### config.mk
export PLATFORM = sky130hd
export DESIGN_NAME = display_render_mode_ctrl
export DESIGN_NICKNAME = d
export VERILOG_FILES = /design/src/mode_ctrl_pkg.sv /design/src/display_render_mode_ctrl.sv
export VERILOG_INCLUDE_DIRS = /design/src /design/src/src
export SDC_FILE = /design/constraint.sdc
export NUM_CORES = 1
export LEC_CHECK = 0
export BUFFER_PORTS_ARGS = -buffer_cell sky130_fd_sc_hd__buf_2
export CAP_MARGIN = 20
export CORE_ASPECT_RATIO = 0.75
export CORE_MARGIN = 3
export CORE_UTILIZATION = 58
export DETAILED_ROUTE_END_ITERATION = 7
export GPL_ROUTABILITY_DRIVEN = 0
export PLACE_DENSITY = 0.82
export SYNTH_ARGS = -nofsm -noshare
export SYNTH_HDL_FRONTEND = slang
export SYNTH_SLANG_ARGS = --single-unit
### constraint.sdc
create_clock -name sys_clk -period 6.1 [get_ports sys_clk]
set_input_delay 0.61 -clock sys_clk [delete_from_list [all_inputs] [get_ports sys_clk]]
set_output_delay 0.61 -clock sys_clk [all_outputs]
set_load 0.01 [all_outputs]
### src/mode_ctrl_defs.svh
// offsets, field positions, reset values and widths of the mode registers
`ifndef MODE_CTRL_DEFS_SVH
`define MODE_CTRL_DEFS_SVH
`define ADDR_DISPLAY_MODE      4'h0
`define ADDR_RENDERING_MODE    4'h1
`define ADDR_CONVERSION_MODE   4'h2
`define ADDR_IMAGE_WIDTH       4'h3
`define ADDR_IMAGE_HEIGHT      4'h4
`define ADDR_MODE_STATUS       4'h5
`define BIT_BACKGROUND         10
`define BIT_DOT_DIV            8
`define BIT_SYNC_HI            7
`define BIT_SYNC_LO            6
`define BIT_SCAN_HI            5
`define BIT_SCAN_LO            4
`define BIT_MEMORY_WIDTH       6
`define BIT_PIXEL_DEPTH        0
`define RST_BACKGROUND         1'b0
`define RST_SYNC_MODE          2'b10
`define RST_REFRESH            4'h8
`define SYNC_MASTER            2'b00
`define SYNC_SWITCH            2'b01
`define SYNC_EXTERNAL          2'b10
`define SCAN_NONINTERLACE      2'b00
`define SCAN_INTERLACE         2'b10
`define SCAN_INTERLACE_VIDEO   2'b11
`define CONV_NORMAL            2'b00
`define CONV_DELTA             2'b01
`define CONV_PLAIN             2'b10
`define IMG_W_WIDTH            10
`define IMG_H_WIDTH            9
`define PIX_CNT_WIDTH          19
`endif

### src/mode_ctrl_pkg.sv
// types shared by the display and rendering mode controller
package mode_ctrl_pkg;
  typedef struct packed {
    logic [3:0]  addr;
    logic [15:0] wdata;
    logic        wr;
    logic        rd;
  } reg_req_s;

  typedef struct packed {
    logic        hsync_n;
    logic        vsync_n;
    logic        odd_field_n;
  } sync_pins_s;

  typedef struct packed {
    logic [8:0]  y;
    logic [9:0]  x;
  } coord_s;
endpackage : mode_ctrl_pkg

### src/display_render_mode_ctrl.sv
// mode register bank: display clocks, sync direction, scan, refresh, rendering map, colour conversion
// Notes on behaviour
// background combine bit gates background, resets 0
// divide clear: dot clock equals input, half-rate halves
// divide set: dot clock halves, half-rate quarters
// sync mode 00 drives sync pins out
// switching mode halts display, pins input, clock held
// software passes through switching mode between masters
// sync mode 10 external sync inputs, reset value
// scan 00 non-interlaced, switch every vertical cycle
// scan 10 interlaced, switch every two cycles
// scan 11 interlace video, switch every cycle
// refresh field gives cycles per raster, reset 8
// software avoids rendering changes while drawing
// memory width and pixel depth survive reset
// memory width selects 512 or 1024 pixels
// pixel depth selects 8 or 16 bits
// address Y upper, X upper, Y lower, X lower
// supplier keeps X lower even in 8-bit mode
// conversion 00 stores host data unchanged
// conversion 10 converts luminance-chrominance to RGB
// pixel count loads product, decrements, clears mode
// conversion locks host memory, mode survives reset
// delta-coded conversion also counts down and locks
// delta uses code 01, plain uses 10
//
// The address-and-strobe port and the register offsets are this design's own decisions.
`timescale 1ns/1ps
`include "mode_ctrl_defs.svh"

module display_render_mode_ctrl (
  input  wire logic                   sys_clk,
  input  wire logic                   reset,
  input  wire mode_ctrl_pkg::reg_req_s reg_req,
  output logic [15:0]                 reg_rdata,
  input  wire logic                   display_clock_in,
  input  wire mode_ctrl_pkg::sync_pins_s sync_in,
  input  wire mode_ctrl_pkg::sync_pins_s sync_gen,
  output mode_ctrl_pkg::sync_pins_s   sync_out,
  output logic                        sync_oe_n,
  input  wire logic                   display_on,
  output logic                        display_active_out,
  output logic                        dot_clock_en,
  output logic                        dot_clock_out,
  output logic                        half_rate_clock_out,
  output logic                        background_combine,
  output logic                        interlace,
  output logic                        fb_switch_paired,
  output logic [3:0]                  refresh_cycles,
  output logic                        refresh_timing_en,
  input  wire mode_ctrl_pkg::coord_s  draw_coord,
  output logic [22:0]                 byte_addr,
  input  wire logic                   pixel_done,
  output logic                        conv_active,
  output logic                        conv_delta,
  output logic                        host_mem_lock
);
  import mode_ctrl_pkg::*;

  // retained fields: survive reset, so they sit outside the reset struct
  typedef struct packed {
    logic        dot_div;
    logic [1:0]  scan_mode;
    logic        memory_width;
    logic        pixel_depth;
    logic [1:0]  conv_mode;
    logic [`IMG_W_WIDTH-1:0] img_w;
    logic [`IMG_H_WIDTH-1:0] img_h;
    logic [`PIX_CNT_WIDTH-1:0] pix_cnt;
  } keep_s;

  typedef struct packed {
    logic        background_combine;
    logic [1:0]  sync_mode;
    logic [3:0]  refresh;
    logic [1:0]  clk_sync;
    logic        clk_prev;
    logic [1:0]  div_cnt;
    logic        dot_clk;
    logic        half_clk;
    logic        dot_en;
    logic [15:0] rdata;
  } state_s;

  state_s state_r, state_nxt;
  keep_s  keep_r, keep_nxt;
  logic   clk_edge;
  logic   clk_live;
  logic [`PIX_CNT_WIDTH-1:0] pix_product;

  assign pix_product = `PIX_CNT_WIDTH'(keep_r.img_w) * `PIX_CNT_WIDTH'(keep_r.img_h);
  // switching mode: the input clock is ignored as if held high
  assign clk_live = (state_r.sync_mode != `SYNC_SWITCH);
  // both pin edges step the divider so the dot clock can match the pin rate;
  // the pin must stay under half of sys_clk for every edge to be seen
  assign clk_edge = clk_live && (state_r.clk_sync[1] != state_r.clk_prev);

  always_comb begin
    state_nxt = state_r;
    keep_nxt  = keep_r;
    state_nxt.clk_sync = {state_r.clk_sync[0], display_clock_in};
    state_nxt.clk_prev = state_r.clk_sync[1];
    state_nxt.dot_en   = 1'b0;
    if (clk_edge) begin
      state_nxt.div_cnt = state_r.div_cnt + 2'h1;
      if (!keep_r.dot_div) begin
        // input rate as dot clock, half rate on the slower output
        state_nxt.dot_en   = state_r.div_cnt[0];
        state_nxt.dot_clk  = ~state_r.dot_clk;
        state_nxt.half_clk = state_r.div_cnt[0] ? ~state_r.half_clk : state_r.half_clk;
      end else begin
        state_nxt.dot_en   = (state_r.div_cnt == 2'h3);
        state_nxt.dot_clk  = state_r.div_cnt[0] ? ~state_r.dot_clk : state_r.dot_clk;
        state_nxt.half_clk = (state_r.div_cnt == 2'h3) ? ~state_r.half_clk : state_r.half_clk;
      end
    end
    // pixel countdown; set of a new mode below overrides an expiry
    if (keep_r.conv_mode != `CONV_NORMAL && pixel_done) begin
      if (keep_r.pix_cnt <= `PIX_CNT_WIDTH'(1)) begin
        keep_nxt.pix_cnt   = '0;
        keep_nxt.conv_mode = `CONV_NORMAL;
      end else begin
        keep_nxt.pix_cnt = keep_r.pix_cnt - `PIX_CNT_WIDTH'(1);
      end
    end
    if (reg_req.wr) begin
      unique case (reg_req.addr)
        `ADDR_DISPLAY_MODE: begin
          state_nxt.background_combine = reg_req.wdata[`BIT_BACKGROUND];
          keep_nxt.dot_div             = reg_req.wdata[`BIT_DOT_DIV];
          // code 11 is prohibited; keep the old mode rather than store it
          if (reg_req.wdata[`BIT_SYNC_HI:`BIT_SYNC_LO] != 2'b11)
            state_nxt.sync_mode = reg_req.wdata[`BIT_SYNC_HI:`BIT_SYNC_LO];
          if (reg_req.wdata[`BIT_SCAN_HI:`BIT_SCAN_LO] != 2'b01)
            keep_nxt.scan_mode = reg_req.wdata[`BIT_SCAN_HI:`BIT_SCAN_LO];
          state_nxt.refresh = reg_req.wdata[3:0];
        end
        `ADDR_RENDERING_MODE: begin
          keep_nxt.memory_width = reg_req.wdata[`BIT_MEMORY_WIDTH];
          keep_nxt.pixel_depth  = reg_req.wdata[`BIT_PIXEL_DEPTH];
        end
        `ADDR_CONVERSION_MODE: begin
          if (reg_req.wdata[1:0] != 2'b11) begin
            keep_nxt.conv_mode = reg_req.wdata[1:0];
            keep_nxt.pix_cnt   = pix_product;
          end
        end
        `ADDR_IMAGE_WIDTH:  keep_nxt.img_w = reg_req.wdata[`IMG_W_WIDTH-1:0];
        `ADDR_IMAGE_HEIGHT: keep_nxt.img_h = reg_req.wdata[`IMG_H_WIDTH-1:0];
        default: ;
      endcase
    end
    state_nxt.rdata = 16'h0000;
    if (reg_req.rd) begin
      unique case (reg_req.addr)
        `ADDR_DISPLAY_MODE:
          state_nxt.rdata = {5'h00, state_r.background_combine, 1'b0, keep_r.dot_div,
                             state_r.sync_mode, keep_r.scan_mode, state_r.refresh};
        `ADDR_RENDERING_MODE:
          state_nxt.rdata = {9'h000, keep_r.memory_width, 5'h00, keep_r.pixel_depth};
        `ADDR_CONVERSION_MODE: state_nxt.rdata = {14'h0000, keep_r.conv_mode};
        `ADDR_IMAGE_WIDTH:     state_nxt.rdata = {6'h00, keep_r.img_w};
        `ADDR_IMAGE_HEIGHT:    state_nxt.rdata = {7'h00, keep_r.img_h};
        `ADDR_MODE_STATUS:     state_nxt.rdata = keep_r.pix_cnt[15:0];
        default:               state_nxt.rdata = 16'h0000;
      endcase
    end
  end

  always_ff @(posedge sys_clk or posedge reset) begin
    if (reset) begin
      state_r <= '0;
      state_r.background_combine <= `RST_BACKGROUND;
      state_r.sync_mode <= `RST_SYNC_MODE;
      state_r.refresh <= `RST_REFRESH;
    end else begin
      state_r <= state_nxt;
    end
  end

  // no reset: these fields hold their value through a reset
  always_ff @(posedge sys_clk) begin
    keep_r <= keep_nxt;
  end

  assign reg_rdata           = state_r.rdata;
  assign background_combine  = state_r.background_combine;
  assign dot_clock_en        = state_r.dot_en;
  assign dot_clock_out       = state_r.dot_clk;
  assign half_rate_clock_out = state_r.half_clk;
  assign sync_oe_n           = (state_r.sync_mode != `SYNC_MASTER);
  assign sync_out            = sync_gen;
  assign display_active_out  = display_on && (state_r.sync_mode != `SYNC_SWITCH);
  assign interlace           = keep_r.scan_mode[1];
  assign fb_switch_paired    = (keep_r.scan_mode == `SCAN_INTERLACE);
  assign refresh_cycles      = state_r.refresh;
  assign refresh_timing_en   = (state_r.refresh != 4'h0);
  assign conv_active         = (keep_r.conv_mode != `CONV_NORMAL);
  assign conv_delta          = (keep_r.conv_mode == `CONV_DELTA);
  assign host_mem_lock       = conv_active;

  // Y upper, X upper, Y lower, X lower; A0 forced zero at 16 bits
  always_comb begin
    if (keep_r.memory_width)
      byte_addr = {draw_coord.y[8:3], draw_coord.x[9], draw_coord.y[2:0], draw_coord.x[8:0],
                   4'h0};
    else
      byte_addr = {draw_coord.y[8:3], 1'b0, draw_coord.y[2:0], draw_coord.x[8:0], 4'h0};
    if (!keep_r.pixel_depth)
      byte_addr[13:0] = {draw_coord.y[2:0], 1'b0, draw_coord.x[9:0]};
    else
      byte_addr[0] = 1'b0;
  end
endmodule : display_render_mode_ctrl

-- Word-level counts from Yosys, hierarchy flattened
Index checks and enable logic that the tools add are counted.
- add/sub/neg operators: 2
- multiply operators: 1
- order comparisons: 1
- equality and inequality tests: 15
- mux-type cells: 21
- bitwise operators: 2
- reduce and logical (&&, ||, !) cells: 16
- operators by type and width (cell ; count):
    one-hot mux 16 bit (6 select lines) ; 1
    two-way mux 19 bit ; 4
    two-way mux 40 bit ; 1
    <= comparator 19 x 1 -> 1 bit (second input constant) ; 1
    multiplier 10 x 9 -> 19 bit ; 1
    subtractor 19 x 1 -> 19 bit (second input constant) ; 1
    two-way mux 17 bit ; 1
    two-way mux 16 bit ; 1
    two-way mux 13 bit ; 1
    two-way mux 10 bit ; 1
    AND reduction 2 bit ; 5
    two-way mux 9 bit ; 1
    AND reduction 3 bit ; 3
    equality test 4 x 2 -> 1 bit (second input constant) ; 2
    equality test 4 x 3 -> 1 bit (second input constant) ; 2
    two-way mux 2 bit ; 4
    inequality test 2 x 1 -> 1 bit (second input constant) ; 3
    inequality test 2 bit (second input constant) ; 3
    nonzero test 2 bit ; 3
    two-way mux 1 bit ; 5
    equality test 2 bit (second input constant) ; 2
    equality test 4 x 1 -> 1 bit (second input constant) ; 1
    logical NOT 4 bit ; 1
    nonzero test 4 bit ; 1
    other kinds (6) ; 9
- flip-flop bits (word level): 76
- bits of input ports: 52
- output and inout port bits: 58
- logic and storage cells: 76

-- Longest topological paths before layout
Gate-level depths: netlist (run 1).
- depth after elaboration: 6
- depth in mapped cells: 18
- depth with buffers taken out: 17

-- Least setup slack after synthesis (run 1)
Ideal clock, no wire load.
- path kind: register -> register
- start point: register keep_r[19] (netlist bit)
- end point: register keep_r[13] (netlist bit)
- setup time: 0.124 ns
- data arrival time: 4.144 ns
- data required time: 5.976 ns
- slack: 1.832 ns
- cell stages (with the launch flop): 17
- path buffers: 1
- period minus slack after synthesis: 4.268 ns
- cell sequence: edfxtp_1 -> clkbuf_1 -> nand2_1 -> fa_1 -> inv_1 -> fa_1 -> fa_1 -> inv_1 -> fa_1 -> inv_1 -> ha_1 -> a21o_1 -> a31o_2 -> nor2_1 -> o311ai_0 -> xnor2_1 -> o22ai_1
- RTL lines (element ; RTL line ; RTL):
    start, declared ; display_render_mode_ctrl.sv:86 ; keep_s keep_r, keep_nxt;
    start signal, assigned ; display_render_mode_ctrl.sv:183 ; keep_r <= keep_nxt;

==> results.md, run 1 <==
Run status:
- The flow ran to the end, and the final reports show no timing, DRC or antenna violations.

Timing:
- The max-slew violation count came to 0.
- Setup violations remaining at the end of the flow were counted as 0.
- The post-route setup TNS is 0 ns.
- Setup repair after global routing left no endpoint under its margin.
- The upper clock frequency limit is 212 MHz.
- The setup clock skew after layout is 0.00672 ns.
- Of the available clock period, the critical path in the final layout requires 0.774.
- The worst max-slew margin expressed relative to the limit is 0.450.
- The slew at the pin with the worst max-slew slack is 0.813 ns.
- The final hold violation count was 0.
- The worst path needs 4.72 ns of the cycle, external delays included.

Synth:
- The cell type with the largest total area after synthesis is fa_1.
- For this run, the leading register cell type out of synthesis is dfrtp_1.
- The cell area that synthesis handed to floorplanning was 0.00660 mm^2.
- Averaged over all synthesized cells, the footprint is 9.78 um^2.
- The share of the Yosys chip area taken by registers is 0.291.
- The number of synthesized flops with an enable pin is 24.
- The share of synthesized area in the top cell type comes to 0.173.
- Synthesis inferred 76 register bits.
- During synthesis, Yosys emitted a total of 0 warnings.
- In the synthesized netlist the async set-or-reset flop fraction comes to 0.408.
- Counting distinct cell types in the post-synthesis netlist gives 64.
- The commonest cells after synthesis are inv_1, and2_1, fa_1.
- By instance count, the leading cell after synthesis is inv_1.
- The number of nets in the synthesized netlist is 825.
- The cell count after synthesis came out at 674.
- In the post-synthesis netlist, the biggest area contributors are fa_1, dfrtp_1, edfxtp_1, ha_1, dfxtp_1.

Cells and area:
- The share of layout cells above drive strength 1 is 0.193.
- The multi-input combinational cells in the finished layout cover a total of 0.00396 mm^2.
- The number of fillers in the final layout is 832.
- In the final layout, flip-flops and latches occupy 0.00192 mm^2.
- The area growth from synthesis to final layout is 8.20%.
- The antenna diode count is 0.
- For this run, the post-layout net count is 856.
- The share of the core filled with cells in the final layout is 0.647.

Clock network:
- The post-CTS setup buffer count is 0.
- The maximum root-to-sink buffer count is 2.
- The number of gates resized after CTS was 0.
- At the later pin of the worst-skew pair, clock insertion delay measures 0.34 ns.
- The tree built by TritonCTS fans out to 76 sinks.
- In this run the number of H-tree levels came out at 3.
- TritonCTS built the clock tree.
- In this run, CTS created clock tree buffers numbering 9.
- In this run the clock root is driven by a clkbuf_16.
- After clock tree synthesis, the clock-pin slew on the worst setup and hold paths is 0.06 ns.
- Hold repair after CTS inserted 0 buffers.

Pwr:
- The maximum vdd ir drop is 0.225 mV.
- Of the total power, combinational logic draws 0.328.
- The leakage power figure is 0.00337 uW.
- The sequential power share is 0.378.
- Of the total power, the clock network draws 0.294.
- The internal power of the cells totals 1310 uW.
- Of the total power, the share spent switching nets is 0.347.
- Dividing total power by cell area gives a power density of 281 mW/mm^2.
- The analysis attributes to net switching a power of 696 uW.

Floorplan:
- For this configuration, the core starts out at a cell density of 0.598.
- The die extent in y is 98.4 um.
- The die covers 0.0127 mm^2.
- The placement row count is 33.
- The horizontal die dimension is 129 um.
- The number of placed I/O pins is 110.
- In this run the standard cell core region covers 0.0110 mm^2.

Setup path:
- In this run the worst path has a maximum fanout of 10.
- The type of origin of the critical path is a flop.
- The required time reported for the critical path endpoint is 6.29 ns.
- STA classifies the critical path endpoint as a flop.
- At the worst endpoint, the arrival time is 4.91 ns.
- The critical path is of the reg -> reg type.
- The setup slack on the worst flop-to-flop path is 1.38 ns.

Global routing:
- The pin count of the biggest net entering global routing is 32.
- For this run the aggregate overflow at the end of global routing stands at 0.
- The overall routing resource usage is 0.257.
- The global-route wire length before repair is 25.8 mm.
- The initial antenna violation count is 0.
- The number of global-route vias before repair is 5142.

Route:
- The total routed wirelength is 15.9 mm.
- In the final routed layout, each cell accounts on average for 18.7 um.
- For this run, the detailed router's first-pass iteration total came to 6.
- The number of DRC markers in iteration 0 is 687.
- The residual DRC count is 0.
- The detailed router placed 4997 vias in this run.
- The number of vias per cell is 5.88.
- The post-route antenna net violation count is 0.

Place:
- After legalization and detailed placement, the total HPWL measured 12.2 mm.
- The count of port buffers added during placement is 83.

Job:
- The tool flagged a number of max-cap violations equal to 0.

Hold path:
- The min-delay analysis places its worst path in the category in -> async.
==> placed cells by master (no fill, tap or decap), types with 20 or more instances in the layout <==
master    count
fa_1         57
buf_2        83
nor2_1       34
nand2_1      56
edfxtp_1     24
and2_1       62
xnor2_1      20
ha_1         42
inv_1        83
dfrtp_1      29
dfxtp_1      21
==> final timing paths <==
check / startpoint / endpoint / cells past startpoint
max: keep_r[34]$_DFFE_PP_ / keep_r[13]$_DFF_P_ / 15
min: reset / reg_rdata[13]$_DFF_PP0_ / 3
max reg2reg: keep_r[34]$_DFFE_PP_ / keep_r[13]$_DFF_P_ / 15
min reg2reg: state_nxt[23]$_DFF_PP0_ / state_nxt[21]$_DFF_PP0_ / 0
max in group asynchronous: reset / state_r[29]$_DFFE_PP1P_ / 3
min in group sys_clk: state_nxt[23]$_DFF_PP0_ / state_nxt[21]$_DFF_PP0_ / 0
==> final cells by class <==
type	count	share of cell area
well taps	140	0.0245
multi-input cells	450	0.555
clock buffers	11	0.0356
repair buffers	85	0.0603
flip-flops and latches	76	0.269
clock inverters	5	0.0116
inverters	83	0.0437
==> cells by family (layout without fill, tap and decap cells) <==
logic type,after synthesis,in the layout,share of synthesized area
flops,76,76,0.291
mux,19,19,0.0338
buf+inv,148,184,0.108
compound gates,82,82,0.0873
xor+xnor,32,32,0.0425
simple gates,218,218,0.185
fa+ha+maj,99,99,0.253
==> routing by layer <==
layer / track usage / share of wire
met5: 0 / 0
met4: 0.0743 / 0.019
met3: 0.0678 / 0.099
met2: 0.388 / 0.45
met1: 0.368 / 0.43
==> state kept, by name (all words and copies together), names as in the netlist <==
signal	flops
background_combine	1
reg_rdata	16
half_rate_clock_out	1
keep_r	44
refresh_cycles	4
state_r	5
interlace	1
state_nxt	2
dot_clock_en	1
dot_clock_out	1
==> power groups by stage <==
stage | Clock, uW | Sequential, uW | Combinational, uW
2_1_floorplan | 0 | 720 | 507
3_3_place_gp | 0 | 752 | 609
3_5_place_dp | 0 | 761 | 641
4_1_cts | 593 | 753 | 650
5_1_grt | 615 | 768 | 732
6_report | 588 | 758 | 656
==> per-stage QoR <==
stage / hold slack [ns] / cells / instance area (um^2) / worst slack (ns) / total power, uW
finish: 0.350 / 850 / 7140 / 1.38 / 2000
global route: 0.367 / 850 / 7140 / 1.15 / 2110
floorplan: 0.331 / 674 / 6600 / 1.83 / 1230
detailed placement: 0.341 / 834 / 6800 / 1.40 / 1400
CTS: 0.355 / 850 / 7140 / 1.39 / 2000
global placement: 0.338 / 834 / 6800 / 1.54 / 1360
==> worst max-delay path, stage by stage, from the launching register on <==
cell	delay, ns
edfxtp_1	0.64
nand2_1	0.15
fa_1	0.52
inv_1	0.05
fa_1	0.50
fa_1	0.55
inv_1	0.05
fa_1	0.47
inv_1	0.04
ha_1	0.35
a21o_1	0.21
a31o_2	0.23
nor2_1	0.27
o311ai_0	0.21
xnor2_1	0.22
o22ai_1	0.10
(Power assumes the default switching activity.)
==> run 2: changes to the inputs <==
Settings changed: ABC_AREA set to 1, CORE_UTILIZATION 58 to 53, PLACE_DENSITY 0.82 to 0.78.
Clock period 6.1 ns to 3.9 ns, I/O delays scaled along.
==> results.md, run 2 <==
Cells and area:
- The most common cell after layout, fill and taps aside is nand2_1.
- After filler insertion, the fill cell instance count of the layout stands at 942.
- In the final layout, flip-flops and latches occupy 0.00192 mm^2.
- In the final layout, the share of cells above drive strength 1 is 0.248.
- Leaving out fill and tap cells, the most frequent cells in the layout are nand2_1, inv_1, buf_2.
- The register with the most flip-flops is keep_r.
- The area of the multi-input gates is 0.00421 mm^2.
- The repair_antennas step left the layout with diodes totalling 0.
- The area growth from synthesis to final layout is 22.5%.
- The share of the core filled with cells in the final layout is 0.680.
- The register with the most flip-flops in the layout has 44 of them.
- In the final design database the tool counted 1212 nets.

Synth:
- Among all flip-flop cells after synthesis, the most frequent one is dfrtp_1.
- Synthesis produced a netlist with a net count of 1095.
- Counting distinct cell types in the post-synthesis netlist gives 38.
- By instance count, the leading cell after synthesis is nand2_1.
- Sorting the synthesized cells by how often they occur yields nand2_1, inv_1, nor2_1.
- The number of instances in the synthesized netlist is 944.
- The share of flip-flops with an asynchronous set or reset after synthesis is 0.408.
- The post-synthesis sequential area ratio is 0.275.
- In this run, synthesis inferred 24 flip-flops with an integrated enable.
- The Yosys warning count is 0.
- The cell type with the largest total area after synthesis is fa_1.
- The share of the synthesized area in the top cell type is 0.164.
- The average footprint of a synthesized cell is 7.39 um^2.
- After synthesis, the cell types taking the most area are fa_1, nand2_1, inv_1, dfrtp_1, edfxtp_1.
- The area of the mapped netlist is 0.00697 mm^2.
- After synthesis the netlist holds a flip-flop and latch count of 76.

Clock network:
- The clock drives 76 sinks.
- Clock tree synthesis selected as its root buffer the cell clkbuf_16.
- The maximum root-to-sink buffer count is 2.
- The number of H-tree levels is 3.
- TritonCTS built the clock tree.
- The CTS buffer count is 9.
- The clock transition at the register clock pins on the worst setup and hold paths after CTS is 0.06 ns.
- The clock latency of the later-clocked register in the worst-skew pair is 0.34 ns.

Floorplan:
- The die is 105 um tall.
- The area of the die is 0.0146 mm^2.
- The die is 138 um wide.
- The area of the placeable core is 0.0126 mm^2.
- During I/O placement, the number of pins put on the boundary was 110.
- The floorplan has 35 rows.
- For this configuration, the core starts out at a cell density of 0.555.

Setup path:
- The slowest library cell on the worst path is fa_1.
- The endpoint identified for the worst register-to-register timing path is keep_r[13]$_DFF_P_.
- The worst setup path is captured at a flop.
- The worst reg2reg path depth is 19.
- In this run the worst setup path begins at keep_r[35]$_DFFE_PP_.
- The worst path arrival time is 4.36 ns.
- The largest single stage delay on the critical path is 0.55 ns.
- The type of the setup path with the least slack is reg -> reg.
- Across all register-to-register paths, the minimum setup slack is -0.24 ns.
- The largest delay contributor family on the critical path is adder cells.
- The largest fanout on the critical path is 6.
- In this run the critical register-to-register path is launched from keep_r[35]$_DFFE_PP_.
- At the worst endpoint, the required time is 4.12 ns.
- The type of origin of the critical path is a flop.
- The signal on the critical path passes through buf_6 > nand2_4 > inv_2 > fa_1 > fa_1 > fa_1 > inv_2 > fa_1 > inv_2 > ha_4 > nand2_4 > inv_1 > nand2_1 > nand2_1 > inv_1 > nand3_1 > nand2_1 > nand3_1 > o21ai_0.
- Among the stages of the critical path, the cell type that occurs most often is fa_1.
- The number of buffers and inverters on the critical path is 6.

Timing:
- The slew at the pin with the worst max-slew slack is 0.987 ns.
- Setup slack on the critical path of the routed design comes to -0.236 ns.
- The final hold violation count is 0.
- Setup repair after global routing could not meet its margin everywhere.
- Counting I/O delays and the setup requirement, the final critical path takes 4.14 ns.
- The clock arrives with 0.00426 ns of skew.
- Measured against its own limit, the worst slew margin works out to 0.339.
- The max-slew violation count is 0.
- In the finished design, the share of the clock period the worst path needs comes to 1.06.
- The minimum hold slack is 0.118 ns.
- Based on the critical path, the design can be clocked at up to 242 MHz.
- The final setup violation count is 10.

Route:
- The residual DRC count is 0.
- The post-route antenna net violation count is 0.
- After detailed routing, the number of vias per cell comes to 5.36.
- After detailed routing, the total wire length is 20.4 mm.
- The first TritonRoute pass finished after 6 iterations.
- The routed wirelength normalized by instance count is 16.5 um.
- The detailed router placed 6608 vias in this run.
- The number of DRC markers in iteration 0 is 721.

Pwr:
- Overall power consumption after layout is estimated at 3550 uW.
- Summed over all cells, the static leakage comes to 0.00481 uW.
- The worst-case IR drop observed on VDD is 0.329 mV.
- Dividing total power by cell area gives a power density of 415 mW/mm^2.

Place:
- OpenSTA, run right after detailed placement, puts the worst setup slack at -0.244 ns.
- The count of buffers added on input and output ports is 83.
- After legalization and detailed placement, the total HPWL measured 14.4 mm.

Global routing:
- Entering global routing, the biggest net connects 32 pins.
- The initial antenna violation count is 0.
- Across every metal layer, demand over resource in global routing totals 0.268.
- The number of global-route vias before repair was 6237.
- The residual overflow from global routing is 0.
- The global-route wire length before repair is 31.5 mm.

Run status:
- The flow ran to the end, but the final reports show violations.
- The final reports fail on setup timing.

Hold path:
- The classification of the worst-slack hold path is in -> async.

Job:
- The tool flagged a number of max-cap violations equal to 0.
[run 2: repair_timing]
item,in CTS,in global routing
setup endpoints to repair,11,12
pin swaps,16,36
hold endpoints to repair,0,0
hold buffers,0,0
resized for setup,41,48
buffers inserted,22,13
[run 2: worst max-delay path by stage]
stage	end	slack, ns	depth (start not counted)
global placement	keep_r[10]$_DFF_P_	-0.21	16
floorplan	keep_r[10]$_DFF_P_	-0.02	17
CTS	keep_r[18]$_DFF_P_	-0.08	20
global route	keep_r[15]$_DFF_P_	-0.40	17
detailed placement	keep_r[10]$_DFF_P_	-0.24	16
finish	keep_r[13]$_DFF_P_	-0.24	19
[run 2: final cells by class]
class	instances	area share
Clock buffer	15	0.0363
Clock inverter	1	0.00103
Inverter	215	0.0945
Multi-Input combinational cell	592	0.493
Sequential cell	76	0.225
Tap cell	166	0.0243
Timing Repair Buffer	167	0.126
[run 2: stage by stage]
| step | cell area, um^2 | std cells | setup TNS [ns] |
|---|---|---|---|
| global placement | 7600 | 1181 | -1.65 |
| floorplan | 6980 | 944 | -0.0184 |
| finish | 8540 | 1232 | -1.82 |
| global route | 8540 | 1232 | -3.44 |
| CTS | 8300 | 1219 | -0.494 |
| detailed placement | 7600 | 1181 | -1.77 |
[run 2: kinds of logic (layout without fill, tap and decap cells)]
family	after synthesis	in the layout	synth area share
fa+ha+maj	99	99	0.239
compound gates	62	62	0.0470
flops	76	76	0.275
mux	1	1	0.00161
simple gates	410	410	0.244
buf+inv	276	398	0.168
xor+xnor	20	20	0.0251
[run 2: routing by layer]
| metal | routed length (um) | track usage |
|---|---|---|
| met1 | 8420 | 0.381 |
| met2 | 9380 | 0.418 |
| met3 | 2070 | 0.0671 |
| met4 | 501 | 0.0614 |
| met5 | 0 | 0 |
[run 2: report_power, final]
group	total, uW	switching [uW]	internal, uW	leakage (uW)
Combinational	1540	916	621	0.00387
Clock	875	329	547	0.000157
Sequential	1130	155	978	0.000788
Total	3550	1400	2150	0.00481
[run 2: worst register-to-register path: cells and delay by family, from the launching register on]
family / cells / cell delay [ns]
buffers and inverters: 6 / 0.48
AO/OA/AOI/OAI: 1 / 0.09
flip-flops: 1 / 0.54
AND/OR/NAND/NOR: 7 / 0.51
adder cells (fa/ha/maj): 5 / 2.42
==> run 3: changes to the inputs <==
--- a/config.mk
+++ b/config.mk
@@ -17,2 +17,3 @@
 export PLACE_DENSITY = 0.78
+export SKIP_CTS_REPAIR_TIMING = 1
 export SYNTH_ARGS = -nofsm -noshare
--- a/constraint.sdc
+++ b/constraint.sdc
@@ -3,2 +3,2 @@
 set_output_delay 0.39 -clock sys_clk [all_outputs]
-set_load 0.01 [all_outputs]
+set_load 0.02 [all_outputs]
==> results.md, run 3 (synthesis results as in run 2) <==
Timing:
- The max-slew violation count came to 0.
- In the finished design, the share of the clock period the worst path needs comes to 1.05.
- The final hold violation count is 0.
- Setup repair after global routing could not meet its margin everywhere.
- For the pin with the worst max-slew slack, the measured transition is 0.947 ns.
- The worst max-slew margin expressed relative to the limit is 0.366.
- The smallest clock period supported by the final layout is computed as 4.08 ns.
- Once routing completed, OpenROAD measured the worst setup slack at -0.184 ns.
- The setup clock skew after layout is 0.00399 ns.
- Setup violations remaining at the end of the flow were counted as 10.
- The upper clock frequency limit is 245 MHz.

Clock network:
- The number of H-tree levels is 3.
- The clock transition at the register clock pins on the worst setup and hold paths after CTS is 0.06 ns.
- TritonCTS built the clock tree.
- The clock passes through at most 2 buffers.
- The number of clock buffers added by TritonCTS is 9.
- The cell sitting at the root of the clock tree is a clkbuf_16.
- The clock latency of the later-clocked register in the worst-skew pair is 0.34 ns.
- The tree built by TritonCTS fans out to 76 sinks.

Floorplan:
- The die is 138 um wide.
- The die covers 0.0146 mm^2.
- Measured along the y axis, the die boundary spans 105 um.
- The floorplan has 35 rows.
- The initial utilization of the core area, before any placement, comes to 0.555.
- The number of placed I/O pins is 110.
- After floorplanning, the core was sized to cover 0.0126 mm^2.

Global routing:
- The overall routing resource usage is 0.253.
- For this run, global-route usage on met2 was measured as 0.380.
- The first global-routing pass estimated 29.9 mm of wire.
- The number of global-route vias before repair is 5986.
- For this run the aggregate overflow at the end of global routing stands at 0.
- The initial antenna violation count is 0.
- The met1 routing resource usage after global routing is 0.373.
- The global routing stage identified its most utilized layer as met2.
- The pin count of the biggest net entering global routing is 32.
- The met3 track utilization from global routing is 0.0599.

Hold path:
- The classification of the worst-slack hold path is in -> async.

Pwr:
- The worst-case IR drop observed on VDD is 0.312 mV.
- The leakage power figure is 0.00474 uW.
- Summing internal, switching and leakage power gives 3600 uW.
- In this run the power density over the cells is 423 mW/mm^2.

Cells and area:
- The finished layout holds 1225 standard cells, fillers aside.
- In the layout the commonest cells are nand2_1, inv_1, buf_2.
- The number of fillers in the final layout is 969.
- After the last flow step, the layout net total stands at 1205.
- At the end of the flow the core is filled with cells to 0.677.
- The flip-flop count of the largest register after layout is 44.
- The most common cell after layout, fill and taps aside is nand2_1.
- The area growth from synthesis to final layout is 22.0%.
- The repair_antennas step left the layout with diodes totalling 0.
- In the final layout, the share of cells above drive strength 1 is 0.264.
- The register with the most flip-flops in the final layout is keep_r.

Route:
- The total vias in the final route is 6486.
- For this block, the initial DRC count from the detailed router was 755.
- The number of vias per cell is 5.29.
- The residual DRC count is 0.
- Summed over all layers, the routed wires come to 19.8 mm.
- The post-route antenna net violation count is 0.
- The count of TritonRoute iterations in the first routing pass is 5.
- In the final routed layout, each cell accounts on average for 16.2 um.

Setup path:
- The worst register-to-register path has a setup slack of -0.18 ns.
- The type of element capturing the critical path is a flop.
- The startpoint of the worst-slack reg-to-reg timing path is keep_r[35]$_DFFE_PP_.
- For this run, the slowest stage of the critical path takes 0.55 ns.
- In this design, the critical path's most frequently occurring cell is nand2_1.
- The slowest library cell on the worst path is fa_1.
- Data on the critical path arrives at its endpoint at 4.32 ns.
- The largest fanout on the critical path is 6.
- The endpoint of the worst register-to-register path is keep_r[18]$_DFF_P_.
- STA puts the critical path data required time at 4.13 ns.
- The critical path goes through buf_6 > nand2_1 > inv_2 > fa_1 > fa_1 > fa_1 > inv_2 > fa_1 > inv_2 > ha_4 > nand2_4 > inv_2 > nand2_1 > inv_1 > and2_1 > nand2_1 > nand2_1 > nand2_1 > nand3_2 > nand2_1.
- The type of the setup path with the least slack is reg -> reg.
- The type of origin of the critical path is a flop.
- The number of cells on the worst reg-to-reg path is 20.

Run status:
- The flow ran to the end, but the final reports show violations.
- The checks that failed: setup timing.

Place:
- The count of port buffers added during placement is 83.
- The HPWL after detailed placement is 14.4 mm.
- In this run, placement finished with an instance count of 1181.

Job:
- The count of max-cap constraint violations is 0.
run 3: final cells by class:
class,count,area (um^2),share of cell area
clock buffers,15,310,0.0365
clock inverters,1,8.76,0.00103
inverters,215,807,0.0949
multi-input cells,592,4230,0.497
flip-flops and latches,76,1920,0.226
well taps,166,208,0.0244
repair buffers,160,1020,0.120
run 3: power by group:
| part | total [uW] | leakage (uW) | switching [uW] | internal [uW] |
|---|---|---|---|---|
| combinational | 1590 | 0.00380 | 957 | 632 |
| clock | 874 | 0.000157 | 328 | 546 |
| sequential | 1130 | 0.000788 | 156 | 978 |
| total | 3600 | 0.00474 | 1440 | 2160 |
run 3: through the flow:
stage               area (um^2)  setup slack (ns)  TNS, ns  hold slack, ns
finish                     8500            -0.184    -1.16           0.114
global route               8500            -0.331    -2.66           0.166
CTS                        7920            -0.295    -2.35           0.133
detailed placement         7600            -0.244    -1.77           0.345
global placement           7600            -0.210    -1.65           0.333
floorplan                  6980           -0.0184  -0.0184           0.331
run 3: metal layers:
layer | routed length (um) | part of all wire
met5 | 0 | 0
met4 | 396 | 0.020
met3 | 1680 | 0.085
met2 | 9160 | 0.46
met1 | 8610 | 0.43
run 3: worst max-delay path, delay by kind of cell, from the launching register on:
family	cells	cell delay (ns)
simple gates	9	0.62
buf+inv	6	0.46
fa+ha+maj	5	2.37
flops	1	0.53
run 3: how the worst max path moves through the flow:
stage                               startpoint                 end  depth (start not counted)
after floorplan           keep_r[23]$_DFFE_PP_  keep_r[10]$_DFF_P_                         17
after global placement    keep_r[34]$_DFFE_PP_  keep_r[10]$_DFF_P_                         16
after detailed placement  keep_r[21]$_DFFE_PP_  keep_r[10]$_DFF_P_                         16
after CTS                 keep_r[21]$_DFFE_PP_  keep_r[10]$_DFF_P_                         16
after global routing      keep_r[25]$_DFFE_PP_  keep_r[18]$_DFF_P_                         20
final                     keep_r[35]$_DFFE_PP_  keep_r[18]$_DFF_P_                         20
